File: src/pkg/ppl_defs.vh
// Constants for the palette pixel-latch and host-width block.
// Assumes inclusion by bare name from every design file that needs them.
`ifndef PPL_DEFS_VH
`define PPL_DEFS_VH

// ****************************************************************
// Register select codes
// ****************************************************************
`define PPL_REG_WADDR     4'h0
`define PPL_REG_HOLD      4'h1
`define PPL_REG_MASK      4'h2
`define PPL_REG_RADDR     4'h3
`define PPL_REG_GCTL      4'h8
`define PPL_REG_OCLK      4'hA
`define PPL_REG_MUXC      4'hB

// ****************************************************************
// Fields and reset values
// ****************************************************************
`define PPL_GCTL_NIB      3
`define PPL_GCTL_SPLIT    2
`define PPL_OCLK_SCLK     2:0
`define PPL_OCLK_VIDEO_SYNC_CLOCK_OUT     5:3
`define PPL_PAL_IDX       3:0
`define PPL_HOST_LOW6     5:0
`define PPL_MUX_PASSTHRU  8'h2D
`define PPL_GCTL_RST      8'h00
`define PPL_OCLK_RST      8'h00
`define PPL_MUXC_RST      8'h00
`define PPL_MASK_RST      8'hFF
`define PPL_BYTE_ZERO     8'h00

// ****************************************************************
// Sizes and sequence codes
// ****************************************************************
`define PPL_DIV_W         3
`define PPL_PAL_AW        4
`define PPL_PAL_DEPTH     16
`define PPL_COLOR_W       24
`define PPL_CNT_RED       2'h0
`define PPL_CNT_GRN       2'h1
`define PPL_CNT_BLUE      2'h2
`define PPL_SYNC_W        4

`endif

File: src/core/ppl_sync3.v
// Three-stage synchroniser with agreement filter for outside inputs.
// Assumes the inputs are asynchronous to clock; output changes once
// the second and third stages agree.
module ppl_sync3 #(
    parameter WIDTH = 1
) (
    input  wire             clock,
    input  wire             resetn,
    input  wire [WIDTH-1:0] async_in,
    output reg  [WIDTH-1:0] sync_out
);

    reg [WIDTH-1:0] stage1;
    reg [WIDTH-1:0] stage2;
    reg [WIDTH-1:0] stage3;
    integer         i;

    always @(posedge clock)
    begin
        if (!resetn)
        begin
            stage1   <= {WIDTH{1'b0}};
            stage2   <= {WIDTH{1'b0}};
            stage3   <= {WIDTH{1'b0}};
            sync_out <= {WIDTH{1'b0}};
        end
        else
        begin
            stage1 <= async_in;
            stage2 <= stage1;
            stage3 <= stage2;
            // Stage one feeds only stage two; glitches need two agreeing samples
            for (i = 0; i < WIDTH; i = i + 1)
            begin
                if (stage2[i] == stage3[i])
                    sync_out[i] <= stage3[i];
            end
        end
    end

endmodule

File: src/core/ppl_buf2.v
// Two-entry buffer with valid and ready on both sides.
// Output word and valid come straight from flops; input ready is the
// inverse of the skid flop, so a stall downstream costs no word.
module ppl_buf2 #(
    parameter WIDTH = 24
) (
    input  wire             clock,
    input  wire             resetn,
    input  wire [WIDTH-1:0] in_data,
    input  wire             in_valid,
    output wire             in_ready,
    output reg  [WIDTH-1:0] out_data,
    output reg              out_valid,
    input  wire             out_ready
);

    reg [WIDTH-1:0] skid_data;
    reg             skid_valid;

    assign in_ready = ~skid_valid;

    always @(posedge clock)
    begin
        if (!resetn)
        begin
            out_data   <= {WIDTH{1'b0}};
            out_valid  <= 1'b0;
            skid_data  <= {WIDTH{1'b0}};
            skid_valid <= 1'b0;
        end
        else if (out_ready || !out_valid)
        begin
            if (skid_valid)
            begin
                out_data   <= skid_data;
                out_valid  <= 1'b1;
                skid_valid <= 1'b0;
            end
            else
            begin
                out_data  <= in_data;
                out_valid <= in_valid;
            end
        end
        else if (in_valid && !skid_valid)
        begin
            skid_data  <= in_data;
            skid_valid <= 1'b1;
        end
    end

endmodule

File: src/core/ppl_top.v
// Pixel latch, shift/video clock generation and host width path of a
// colour palette. Assumes clock is the dot clock; the width, flag and
// blanking pins are asynchronous and are synchronised here.
//
// How it works
// - General control bits 3=0, 2=1 make the flag a split transfer request.
// - Flag rising during blanking in split mode adds one shift-clock cycle.
// - Bits 3=1, 2=0 select nibble mode; flag sampled at video clock fall.
// - Sampled high latches upper nibbles at next shift rise, low the lower.
// - Both bits clear ignores the flag; software never sets both.
// - Pass-through mode takes pixels from the 8-bit bus, unmultiplexed.
// - Host write strobe stores data into the addressed register.
// - Width select high: host transfers use all eight data bits.
// - Width select low: stored bits 5..0 reach DAC as 7..2, low two zero.
// - Width select low: holding register reads return top two bits zero.
// - A programmable video clock output lets a processor sync pixels.
// - Pass-through uses the alternate blanking input, other modes normal.
// - Shift clock divides the dot clock, held off in blanking but extra.
//
// The address-and-strobe port and the register offsets are this design's own decisions.
`include "ppl_defs.vh"

module ppl_top (
    input  wire        clock,
    input  wire        resetn,
    input  wire [3:0]  reg_addr,
    input  wire [7:0]  reg_wdata,
    input  wire        reg_wr,
    input  wire        reg_rd,
    output reg  [7:0]  reg_rdata,
    input  wire        width_select_in,
    input  wire        split_or_nibble_flag,
    input  wire        blank_n_in,
    input  wire        alternate_retrace_gate_in,
    input  wire [31:0] pixel_bus,
    input  wire [7:0]  passthru_bus,
    output reg         shift_clock_out,
    output reg         video_sync_clock_out,
    output wire [23:0] dac_data,
    output wire        dac_valid,
    input  wire        dac_ready
);

    // ****************************************************************
    // Functions
    // ****************************************************************
    // Colour word to DAC: in 6-bit mode each channel moves up two bits
    function [23:0] dac_fmt;
        input [23:0] rgb;
        input        wide;
        begin
            if (wide)
                dac_fmt = rgb;
            else
                dac_fmt = {rgb[21:16], 2'b00, rgb[13:8], 2'b00, rgb[5:0], 2'b00};
        end
    endfunction

    function [3:0] nib_pick;
        input [7:0] pbyte;
        input       upper;
        begin
            nib_pick = upper ? pbyte[7:4] : pbyte[3:0];
        end
    endfunction

    // ****************************************************************
    // Registers and state
    // ****************************************************************
    reg  [7:0]               reg_gctl;
    reg  [7:0]               reg_oclk;
    reg  [7:0]               reg_muxc;
    reg  [7:0]               reg_mask;
    reg  [`PPL_PAL_AW-1:0]   wr_addr;
    reg  [`PPL_PAL_AW-1:0]   rd_addr;
    reg  [1:0]               wr_cnt;
    reg  [1:0]               rd_cnt;
    reg  [7:0]               wr_red;
    reg  [7:0]               wr_grn;
    reg  [23:0]              rd_hold;
    reg  [23:0]              palette [0:`PPL_PAL_DEPTH-1];
    reg  [`PPL_DIV_W-1:0]    sclk_cnt;
    reg  [`PPL_DIV_W-1:0]    video_sync_clock_out_cnt;
    reg                      flag_q;
    reg                      extra_pend;
    reg                      nibble_sel;
    reg  [7:0]               hold_byte;

    wire [`PPL_SYNC_W-1:0]   pins_s;
    wire                     wide_s;
    wire                     flag_s;
    wire                     blank_n_s;
    wire                     alt_gate_s;
    wire                     passthru;
    wire                     split_mode;
    wire                     nib_mode;
    wire                     blank_act;
    wire                     flag_rise;
    wire                     sclk_run;
    wire                     buf_in_ready;
    wire                     adv;
    wire                     sclk_hit;
    wire                     sclk_rise;
    wire                     sclk_fall;
    wire                     video_sync_clock_out_hit;
    wire                     video_sync_clock_out_fall;
    wire                     extra_set;
    wire                     extra_clr;
    wire [3:0]               pix_idx;
    wire [3:0]               pal_idx;
    wire                     pix_push;
    wire [23:0]              pix_word;
    wire                     wr_blue;
    wire                     rd_blue;

    // ****************************************************************
    // Pin synchronisers
    // ****************************************************************
    ppl_sync3 #(
        .WIDTH    (`PPL_SYNC_W)
    ) u_sync (
        .clock    (clock),
        .resetn   (resetn),
        .async_in ({width_select_in, split_or_nibble_flag,
                    blank_n_in, alternate_retrace_gate_in}),
        .sync_out (pins_s)
    );

    assign wide_s     = pins_s[3];
    assign flag_s     = pins_s[2];
    assign blank_n_s  = pins_s[1];
    assign alt_gate_s = pins_s[0];

    // ****************************************************************
    // Mode decode
    // ****************************************************************
    assign passthru   = (reg_muxc == `PPL_MUX_PASSTHRU);
    // Both bits set is not a legal setting; it falls to the ignored case
    assign split_mode = ~reg_gctl[`PPL_GCTL_NIB] & reg_gctl[`PPL_GCTL_SPLIT];
    assign nib_mode   = reg_gctl[`PPL_GCTL_NIB] & ~reg_gctl[`PPL_GCTL_SPLIT];
    assign blank_act  = passthru ? alt_gate_s : ~blank_n_s;
    assign flag_rise  = flag_s & ~flag_q;

    // ****************************************************************
    // Shift and video clock generation
    // ****************************************************************
    assign extra_set = split_mode & blank_act & flag_rise;
    assign extra_clr = sclk_fall & blank_act;
    assign sclk_run  = ~blank_act | extra_pend;
    // A full output buffer freezes the shift clock so no pixel is lost
    assign adv       = sclk_run & buf_in_ready;
    assign sclk_hit  = (sclk_cnt == reg_oclk[`PPL_OCLK_SCLK]);
    assign sclk_rise = adv & sclk_hit & ~shift_clock_out;
    assign sclk_fall = adv & sclk_hit & shift_clock_out;
    assign video_sync_clock_out_hit  = (video_sync_clock_out_cnt == reg_oclk[`PPL_OCLK_VIDEO_SYNC_CLOCK_OUT]);
    assign video_sync_clock_out_fall = video_sync_clock_out_hit & video_sync_clock_out;

    always @(posedge clock)
    begin
        if (!resetn)
        begin
            sclk_cnt        <= {`PPL_DIV_W{1'b0}};
            shift_clock_out <= 1'b0;
        end
        else if (!sclk_run)
        begin
            sclk_cnt        <= {`PPL_DIV_W{1'b0}};
            shift_clock_out <= 1'b0;
        end
        else if (adv)
        begin
            if (sclk_hit)
            begin
                sclk_cnt        <= {`PPL_DIV_W{1'b0}};
                shift_clock_out <= ~shift_clock_out;
            end
            else
                sclk_cnt <= sclk_cnt + 1'b1;
        end
    end

    // Video clock runs freely so the processor always has a reference
    always @(posedge clock)
    begin
        if (!resetn)
        begin
            video_sync_clock_out_cnt             <= {`PPL_DIV_W{1'b0}};
            video_sync_clock_out <= 1'b0;
        end
        else if (video_sync_clock_out_hit)
        begin
            video_sync_clock_out_cnt             <= {`PPL_DIV_W{1'b0}};
            video_sync_clock_out <= ~video_sync_clock_out;
        end
        else
            video_sync_clock_out_cnt <= video_sync_clock_out_cnt + 1'b1;
    end

    // ****************************************************************
    // Split transfer and nibble flag handling
    // ****************************************************************
    always @(posedge clock)
    begin
        if (!resetn)
        begin
            flag_q     <= 1'b0;
            extra_pend <= 1'b0;
            nibble_sel <= 1'b0;
        end
        else
        begin
            flag_q <= flag_s;
            // A new request in the finishing cycle wins over the clear
            if (extra_set)
                extra_pend <= 1'b1;
            else if (extra_clr || !split_mode)
                extra_pend <= 1'b0;
            if (nib_mode && video_sync_clock_out_fall)
                nibble_sel <= flag_s;
        end
    end

    // ****************************************************************
    // Pixel latch into the output buffer
    // ****************************************************************
    // Palette holds sixteen colours, so only the low nibble indexes it
    assign pix_idx  = passthru ? passthru_bus[`PPL_PAL_IDX] :
                      nib_mode ? nib_pick(pixel_bus[7:0], nibble_sel) :
                      pixel_bus[`PPL_PAL_IDX];
    assign pal_idx  = pix_idx & reg_mask[`PPL_PAL_IDX];
    assign pix_push = sclk_rise & ~blank_act;
    assign pix_word = dac_fmt(palette[pal_idx], wide_s);

    ppl_buf2 #(
        .WIDTH     (`PPL_COLOR_W)
    ) u_buf (
        .clock     (clock),
        .resetn    (resetn),
        .in_data   (pix_word),
        .in_valid  (pix_push),
        .in_ready  (buf_in_ready),
        .out_data  (dac_data),
        .out_valid (dac_valid),
        .out_ready (dac_ready)
    );

    // ****************************************************************
    // Host register port
    // ****************************************************************
    assign wr_blue = reg_wr && (reg_addr == `PPL_REG_HOLD) && (wr_cnt == `PPL_CNT_BLUE);
    assign rd_blue = reg_rd && (reg_addr == `PPL_REG_HOLD) && (rd_cnt == `PPL_CNT_BLUE);

    // Holding byte for reads; narrow mode hides the top two bits
    always @*
    begin
        case (rd_cnt)
            `PPL_CNT_RED: hold_byte = rd_hold[23:16];
            `PPL_CNT_GRN: hold_byte = rd_hold[15:8];
            default:      hold_byte = rd_hold[7:0];
        endcase
        if (!wide_s)
            hold_byte = {2'b00, hold_byte[`PPL_HOST_LOW6]};
    end

    // Palette storage keeps all eight bits whatever the width mode
    always @(posedge clock)
    begin
        if (wr_blue)
            palette[wr_addr] <= {wr_red, wr_grn, reg_wdata};
    end

    always @(posedge clock)
    begin
        if (!resetn)
        begin
            reg_gctl  <= `PPL_GCTL_RST;
            reg_oclk  <= `PPL_OCLK_RST;
            reg_muxc  <= `PPL_MUXC_RST;
            reg_mask  <= `PPL_MASK_RST;
            wr_addr   <= {`PPL_PAL_AW{1'b0}};
            rd_addr   <= {`PPL_PAL_AW{1'b0}};
            wr_cnt    <= `PPL_CNT_RED;
            rd_cnt    <= `PPL_CNT_RED;
            wr_red    <= `PPL_BYTE_ZERO;
            wr_grn    <= `PPL_BYTE_ZERO;
            rd_hold   <= {`PPL_COLOR_W{1'b0}};
            reg_rdata <= `PPL_BYTE_ZERO;
        end
        else
        begin
            reg_rdata <= `PPL_BYTE_ZERO;
            if (reg_wr)
            begin
                case (reg_addr)
                    `PPL_REG_WADDR:
                    begin
                        wr_addr <= reg_wdata[`PPL_PAL_IDX];
                        wr_cnt  <= `PPL_CNT_RED;
                    end
                    `PPL_REG_HOLD:
                    begin
                        if (wr_cnt == `PPL_CNT_RED)
                            wr_red <= reg_wdata;
                        if (wr_cnt == `PPL_CNT_GRN)
                            wr_grn <= reg_wdata;
                        if (wr_blue)
                        begin
                            wr_cnt  <= `PPL_CNT_RED;
                            wr_addr <= wr_addr + 1'b1;
                        end
                        else
                            wr_cnt <= wr_cnt + 1'b1;
                    end
                    `PPL_REG_MASK:  reg_mask <= reg_wdata;
                    `PPL_REG_RADDR:
                    begin
                        rd_hold <= palette[reg_wdata[`PPL_PAL_IDX]];
                        rd_addr <= reg_wdata[`PPL_PAL_IDX] + 1'b1;
                        rd_cnt  <= `PPL_CNT_RED;
                    end
                    `PPL_REG_GCTL:  reg_gctl <= reg_wdata;
                    `PPL_REG_OCLK:  reg_oclk <= reg_wdata;
                    `PPL_REG_MUXC:  reg_muxc <= reg_wdata;
                    default:        reg_mask <= reg_mask;
                endcase
            end
            else if (reg_rd)
            begin
                case (reg_addr)
                    `PPL_REG_WADDR: reg_rdata <= {4'h0, wr_addr};
                    `PPL_REG_HOLD:
                    begin
                        reg_rdata <= hold_byte;
                        if (rd_blue)
                        begin
                            rd_hold <= palette[rd_addr];
                            rd_addr <= rd_addr + 1'b1;
                            rd_cnt  <= `PPL_CNT_RED;
                        end
                        else
                            rd_cnt <= rd_cnt + 1'b1;
                    end
                    `PPL_REG_MASK:  reg_rdata <= reg_mask;
                    `PPL_REG_RADDR: reg_rdata <= {4'h0, rd_addr};
                    `PPL_REG_GCTL:  reg_rdata <= reg_gctl;
                    `PPL_REG_OCLK:  reg_rdata <= reg_oclk;
                    `PPL_REG_MUXC:  reg_rdata <= reg_muxc;
                    default:        reg_rdata <= `PPL_BYTE_ZERO;
                endcase
            end
        end
    end

endmodule

File: config.mk
export PLATFORM = sky130hd
export DESIGN_NAME = ppl_top
export DESIGN_NICKNAME = d
export VERILOG_FILES = /design/src/core/ppl_sync3.v /design/src/core/ppl_buf2.v /design/src/core/ppl_top.v
export VERILOG_INCLUDE_DIRS = /design/src /design/src/pkg
export SDC_FILE = /design/constraint.sdc
export NUM_CORES = 1
export LEC_CHECK = 0
export ABC_AREA = 0
export BUFFER_PORTS_ARGS = -buffer_cell sky130_fd_sc_hd__clkbuf_2
export CELL_PAD_IN_SITES_DETAIL_PLACEMENT = 2
export CELL_PAD_IN_SITES_GLOBAL_PLACEMENT = 2
export CORE_MARGIN = 2
export CORE_UTILIZATION = 48
export DETAILED_ROUTE_END_ITERATION = 16
export GPL_ROUTABILITY_DRIVEN = 0
export PLACE_DENSITY_LB_ADDON = 0.05
export SLEW_MARGIN = 20
export SYNTH_ARGS = -nofsm -noshare
export SYNTH_HDL_FRONTEND = slang
export SYNTH_SLANG_ARGS = --single-unit
File: constraint.sdc
create_clock -name clock -period 8.1 [get_ports clock]
set_input_delay 1.62 -clock clock [delete_from_list [all_inputs] [get_ports clock]]
set_output_delay 1.62 -clock clock [all_outputs]
set_load 0.1 [all_outputs]
# ---- Yosys cells after proc, flatten, opt, wreduce, memory -nomap -nowiden
# Memories as Yosys holds them, arrays and structs flattened. A register that Yosys moved wholly into a read port is not among the register bits.
# Cells that the tools add are included.
dict set report op_classes {
  addsub 7
  eq_ne 19
  muxes 36
  bitwise_logic 25
  n_reduce_logical 35
}
# operator count
set op_table {}
lappend op_table {{two-way mux 24 bit} 7}
lappend op_table {{one-hot mux 8 bit (7 select lines)} 1}
lappend op_table {{two-way mux 4 bit} 11}
lappend op_table {{one-hot mux 8 bit (2 select lines)} 1}
lappend op_table {{AND reduction 2 bit} 8}
lappend op_table {{adder 4 x 1 -> 4 bit, second input constant} 3}
lappend op_table {{AND 1 bit} 12}
lappend op_table {{== test 4 bit, second input constant} 3}
lappend op_table {{two-way mux 2 bit} 6}
lappend op_table {{AND reduction 3 bit} 4}
lappend op_table {{NOT 1 bit} 11}
lappend op_table {{nonzero test 2 bit} 5}
lappend op_table {{== test 4 x 2 -> 1 bit, second input constant} 2}
lappend op_table {{== test 8 x 6 -> 1 bit, second input constant} 1}
lappend op_table {{two-way mux 8 bit} 1}
lappend op_table {{one-hot mux 4 bit (2 select lines)} 1}
lappend op_table {{adder 3 x 1 -> 3 bit, second input constant} 2}
lappend op_table {{== test 3 bit} 2}
lappend op_table {{logical AND 1 bit} 6}
lappend op_table {{two-way mux 1 bit} 6}
lappend op_table {{adder 2 x 1 -> 2 bit, second input constant} 2}
lappend op_table {{AND 4 bit} 1}
lappend op_table {{== test 1 bit} 4}
lappend op_table {{== test 2 x 1 -> 1 bit, second input constant} 2}
lappend op_table {{14 further kinds} 20}
dict set report totals {
  register_bits 169
  mem_bits_rw 384
  inputBits 61
  output_inout_bits 35
  word_cells 153
  mem_count 1
}
# name words word_bits read_ports rd_clocked_by_memory_dff wr line
set memory_table {}
lappend memory_table {palette 16 24 3 1 1 ppl_top.v:81} ;# reg [23:0] palette [0:`PPL_PAL_DEPTH-1];

# ---- Depth between registers and ports, before layout
dict set report depth {
  depth_word 11
  depth_mapped 14
  mapped_depth_nobuf 9
}

# ---- Hierarchy
# Synthesis repeated with hierarchy kept, for this count alone.
dict set report unflattened {
  hier_cells 2227
  area_unflattened_um2 28857.7
}
# module instances cells_per_inst area_each_um2 seq_area_each_um2
set modules_own_cells {}
lappend modules_own_cells {ppl_top 1 1964 26157.6 13673.1}
lappend modules_own_cells {ppl_buf2 1 222 2218.4 1001.0}
lappend modules_own_cells {ppl_sync3 1 41 481.7 320.3}

# ---- Worst setup path before layout
# Ideal clock, no wire load.
dict set report synth_path {
  path_type {input-to-reg}
  startpoint {input port reg_wr}
  endpoint {memory palette[0][0] (enable)}
  setup_ps 466
  t_arrival_ps 5239
  required_ps 7634
  setup_slack_ps 2396
  cell_stages 6
  path_buffers 2
  cell_sequence {clkbuf_1 -> buf_1 -> nand3b_1 -> a21oi_1 -> nand2_1 -> nor4_1}
}
dict set report synth_between {
  elab_chain_cells 4
}
# element line
set synth_lines {}
lappend synth_lines {{start, declared} ppl_top.v:28} ;# input wire reg_wr,
lappend synth_lines {{logical AND 1 bit (2 in a row)} ppl_top.v:250} ;# assign wr_blue = reg_wr && (reg_addr == `PPL_REG_HOLD) && (wr_cnt == `PPL_CNT_BLUE);
lappend synth_lines {{two-way mux 1 bit} ppl_top.v:268} ;# if (wr_blue)
lappend synth_lines {{two-way mux 1 bit (implied by the code)} ppl_top.v:269} ;# palette[wr_addr] <= {wr_red, wr_grn, reg_wdata};
lappend synth_lines {{end, declared} ppl_top.v:81}
# Every way passes these cells.

# ---- Worst setup path in the final report
dict set report layout_path {
  startpoint {register reg_muxc[6]}
  endpoint {register u_buf.skid_data[3]}
}
dict set report layout_between {
  elab_chain_cells 10
  word_cells_on_any_way 14
  classes_between {eq/ne (1); mux (3); bitwise (7); reduce/logical (2); memory (1)}
}
# element line
set layout_lines {}
lappend layout_lines {{start, declared} ppl_top.v:72} ;# reg [7:0] reg_muxc;
lappend layout_lines {{start signal, assigned} ppl_top.v:278} ;# reg_muxc <= `PPL_MUXC_RST;
lappend layout_lines {{start signal, assigned} ppl_top.v:323} ;# `PPL_REG_MUXC: reg_muxc <= reg_wdata;
lappend layout_lines {{== test 8 x 6 -> 1 bit (no line) *} n/a}
lappend layout_lines {{two-way mux 1 bit} ppl_top.v:141} ;# assign blank_act = passthru ? alt_gate_s : ~blank_n_s;
lappend layout_lines {{NOT 1 bit} {ppl_top.v:149, ppl_top.v:231}}
lappend layout_lines {{bitwise OR 1 bit} ppl_top.v:149} ;# assign sclk_run = ~blank_act | extra_pend;
lappend layout_lines {{AND 1 bit} ppl_top.v:151} ;# assign adv = sclk_run & buf_in_ready;
lappend layout_lines {{AND 1 bit (2 in a row)} ppl_top.v:153} ;# assign sclk_rise = adv & sclk_hit & ~shift_clock_out;
lappend layout_lines {{AND 1 bit} ppl_top.v:231} ;# assign pix_push = sclk_rise & ~blank_act;
lappend layout_lines {{logical AND 1 bit} ppl_buf2.v:45} ;# else if (in_valid && !skid_valid)
lappend layout_lines {{AND reduction 2 bit (no line)} n/a}
lappend layout_lines {{end signal, assigned} ppl_buf2.v:28} ;# skid_data <= {WIDTH{1'b0}};
lappend layout_lines {{end signal, assigned} ppl_buf2.v:47} ;# skid_data <= in_data;
lappend layout_lines {{end, declared} ppl_buf2.v:17} ;# reg [WIDTH-1:0] skid_data;
# Every way passes the cells marked *; elsewhere a longest branch is shown, timed or not.
# A chain may end at the register's enable or synchronous reset.

==> impl_metrics.ini <==
[run_status]
run_status = finished clean

[sta]
hold_violations = 0
tightest_slew_ns = 1.133
rsz0062_at_grt = false
fmax_mhz = 193.4
setup_violations = 0
max-slew-margin-rel = 0.2396
clock_skew_ns = 0.02155
finalMaxSlewViolations = 0
tns_ns = 0
period_share = 0.6383
holdWs_ns = 0.4372
period_minus_slack_ns = 5.170

[clocking]
clk_pin_slew_ns = 0.06
clock_path_buffers = 3
hold_buffers = 0
worstSkewPairLatency_ns = 0.65
postCtsSetupBuffers = 0
cts_tree = done
clkSinkCount = 557
numCtsBuffers = 61
htree_levels = 2
ctsResizeCount = 0
clockRootBuffer = clkbuf_16

[pwr]
p_per_area_nw_per_um2 = 205.0
p_leak_nw = 10.86
pwr-share-comb = 0.094
p_sw_mw = 1.660
swShare = 0.2527
peakVddDrop_mv = 0.1657
pwr-share-seq = 0.465
power_frac_clock = 0.441
p_int_mw = 4.910

[synthesis]
synth_cell_type_count = 70
netlist.area_leader.share = 0.4010
yosys_warnings = 0
syn_area_um2 = 28750
synth-seq-area-share = 0.5215
ys_seq_elements = 557
synth_top_cells_by_area = edfxtp_1, mux4_2, dfxtp_1
synth_nets = 2266
yosysTopAreaCell = edfxtp_1
netlist_instances = 2198
ys_async_sr_fraction = 0
avgSynthCellArea_um2 = 13.08
synth-edff-count = 384
yosys_most_used_dff = edfxtp_1

[global_routing]
grt_pass1_wl_mm = 164.6
grtUsageTotal = 0.3632
grt_max_degree = 97
grt_pass1_vias = 23291
overflow = 0
antenna_found_initial = 2

[worst_hold_path]
hold_class = flop to flop

[setup_path]
worstSetupStartpointType = flop
criticalPathCategory = flop to flop
required_ns = 8.63
cp.arrival_ns = 5.70
crit_path_end_kind = flop
crit_fanout = 54

[routing]
drt_wl_total_mm = 112.6
postRouteAntennaNets = 0
drt-initial-drc-count = 2275
vias_per_cell = 7.167
wl_per_cell_um = 37.04
drtPass1Iterations = 5
num_vias = 21782
route.detailed.drc = 0

[place]
dp_cells = 2922
place_area_um2 = 30000
portBuffers = 67
dp_hpwl_mm = 66.91

[finish]
layout-drive-gt1-share = 0.2366
fillerInstances = 5357
final_util = 0.5420
area.growth.synth_to_final_pct = 11.46
layoutNonFillerInstCount = 3039
nets = 2280
design_area_um2 = 32050

[die]
die_area_um2 = 61870
die_y_um = 248.7
placement_rows = 89
die_x_um = 248.7
pin_count = 96
initial_core_util = 0.4863
design.core.area_um2 = 59130

[job]
max-cap-violations = 0
==> synthesized netlist by cell type, types with 8 or more instances <==
library cell	instances
a211oi_1	50
and3_1	11
a21oi_1	96
clkbuf_1	106
a32oi_1	20
nand2_1	260
edfxtp_1	384
o21ai_0	66
buf_4	9
nor3_1	11
buf_1	26
inv_1	19
mux2i_1	155
nor2_1	127
a22o_1	9
o22ai_1	10
nand4_1	29
mux4_2	248
nor4_1	8
a31oi_1	25
mux2_2	14
nand3_1	103
and2_1	19
buf_2	40
a22oi_1	35
dfxtp_1	173
nor2b_1	9
==> flip-flops by register name, indices dropped and copies added (netlist names), 4 cells and up, named ones only <==
name	flops
palette	384
rd_hold	24
u_buf.out_data	24
u_buf.skid_data	24
reg_gctl	8
reg_mask	8
reg_muxc	8
reg_oclk	8
reg_rdata	8
wr_grn	8
wr_red	8
rd_addr	4
u_sync.stage1	4
u_sync.stage2	4
u_sync.stage3	4
u_sync.sync_out	4
wr_addr	4
==> cell type report <==
cell class	instances	area (um2)	share of cell area
Clock inverter	32	352.8	0.01101
Inverter	21	80.08	0.002499
Sequential cell	557	15010	0.4682
Multi-Input combinational cell	1434	13050	0.4072
Clock buffer	84	1693	0.05282
Antenna cell	1	2.502	0.00007809
Tap cell	773	967.2	0.03018
Timing Repair Buffer	137	897.1	0.02799
==> cells in the final DEF, fill, tap and decap left out, types with 13 or more instances in the layout <==
| cell type | n |
|---|---|
| clkbuf_16 | 61 |
| a22oi_1 | 35 |
| and2_1 | 19 |
| dfxtp_1 | 170 |
| a32oi_1 | 20 |
| nand3_1 | 103 |
| nor2_1 | 116 |
| nand4_1 | 29 |
| a31oi_1 | 24 |
| buf_4 | 70 |
| edfxtp_1 | 384 |
| clkbuf_1 | 15 |
| inv_1 | 19 |
| mux2i_1 | 155 |
| clkbuf_2 | 64 |
| nand2_1 | 260 |
| clkinv_2 | 13 |
| mux4_2 | 248 |
| a21oi_1 | 95 |
| o21ai_0 | 66 |
| a211oi_1 | 50 |
| mux2_2 | 14 |
==> routing by layer <==
metal	vias up	global-route usage	part of all wire
met5	-	0	0
met1	11538	0.4607	0.38
li1	8701	-	-
met4	0	0.1784	0.052
met3	320	0.07482	0.089
met2	1223	0.5971	0.48
==> stage by stage <==
step,setup slack (ns),total power [mW]
after global routing,2.705,6.725
final,2.930,6.571
after detailed placement,2.623,3.721
after global placement,2.688,3.700
after floorplan,2.396,3.504
after CTS,3.024,6.592
==> power by group through the flow <==
stage          registers [mW]  clock network [mW]  logic (mW)
2_1_floorplan            3.17                   0       0.331
3_3_place_gp             3.11                   0       0.586
3_5_place_dp             3.11                   0       0.606
4_1_cts                  3.05                2.93       0.611
5_1_grt                  3.06                3.03       0.644
6_report                 3.05                2.90       0.619
==> kinds of logic (layout without fill, tap and decap cells) <==
logic type                 Yosys count  after routing  share of synthesized area
and+or+nand+nor                    608            608                    0.09517
DFF                                557            557                     0.5215
muxes                              419            419                     0.2553
AOI/OAI and AO/OA                  389            389                    0.09043
buffers and inverters              207            274                    0.03124
xor gates and xnor gates            11             11                   0.003351
adders and majority gates            7              7                   0.003046
other                                0              1                          0
==> worst max-delay path: stages, from the launching register on <==
cell	delay (ns)
dfxtp_1	0.37
nand4bb_1	0.49
or2_2	0.57
buf_4	0.52
a21o_4	0.77
buf_4	0.44
nand4_1	0.12
a32oi_1	0.21
a21boi_1	0.90
mux2i_1	0.31
a31o_2	0.32
==> path summary, 6_finish.rpt <==
path | startpoint | to | slack, ns | cells past startpoint
worst max register to register | reg_muxc[6] | u_buf.skid_data[3] | 2.93 | 10
worst min-delay path | u_sync.stage1[1] | u_sync.stage2[1] | 0.44 | 1
worst max-delay path | reg_muxc[6] | u_buf.skid_data[3] | 2.93 | 10
worst min register to register | u_sync.stage1[1] | u_sync.stage2[1] | 0.44 | 1
Power figures use the tool's default switching activity.
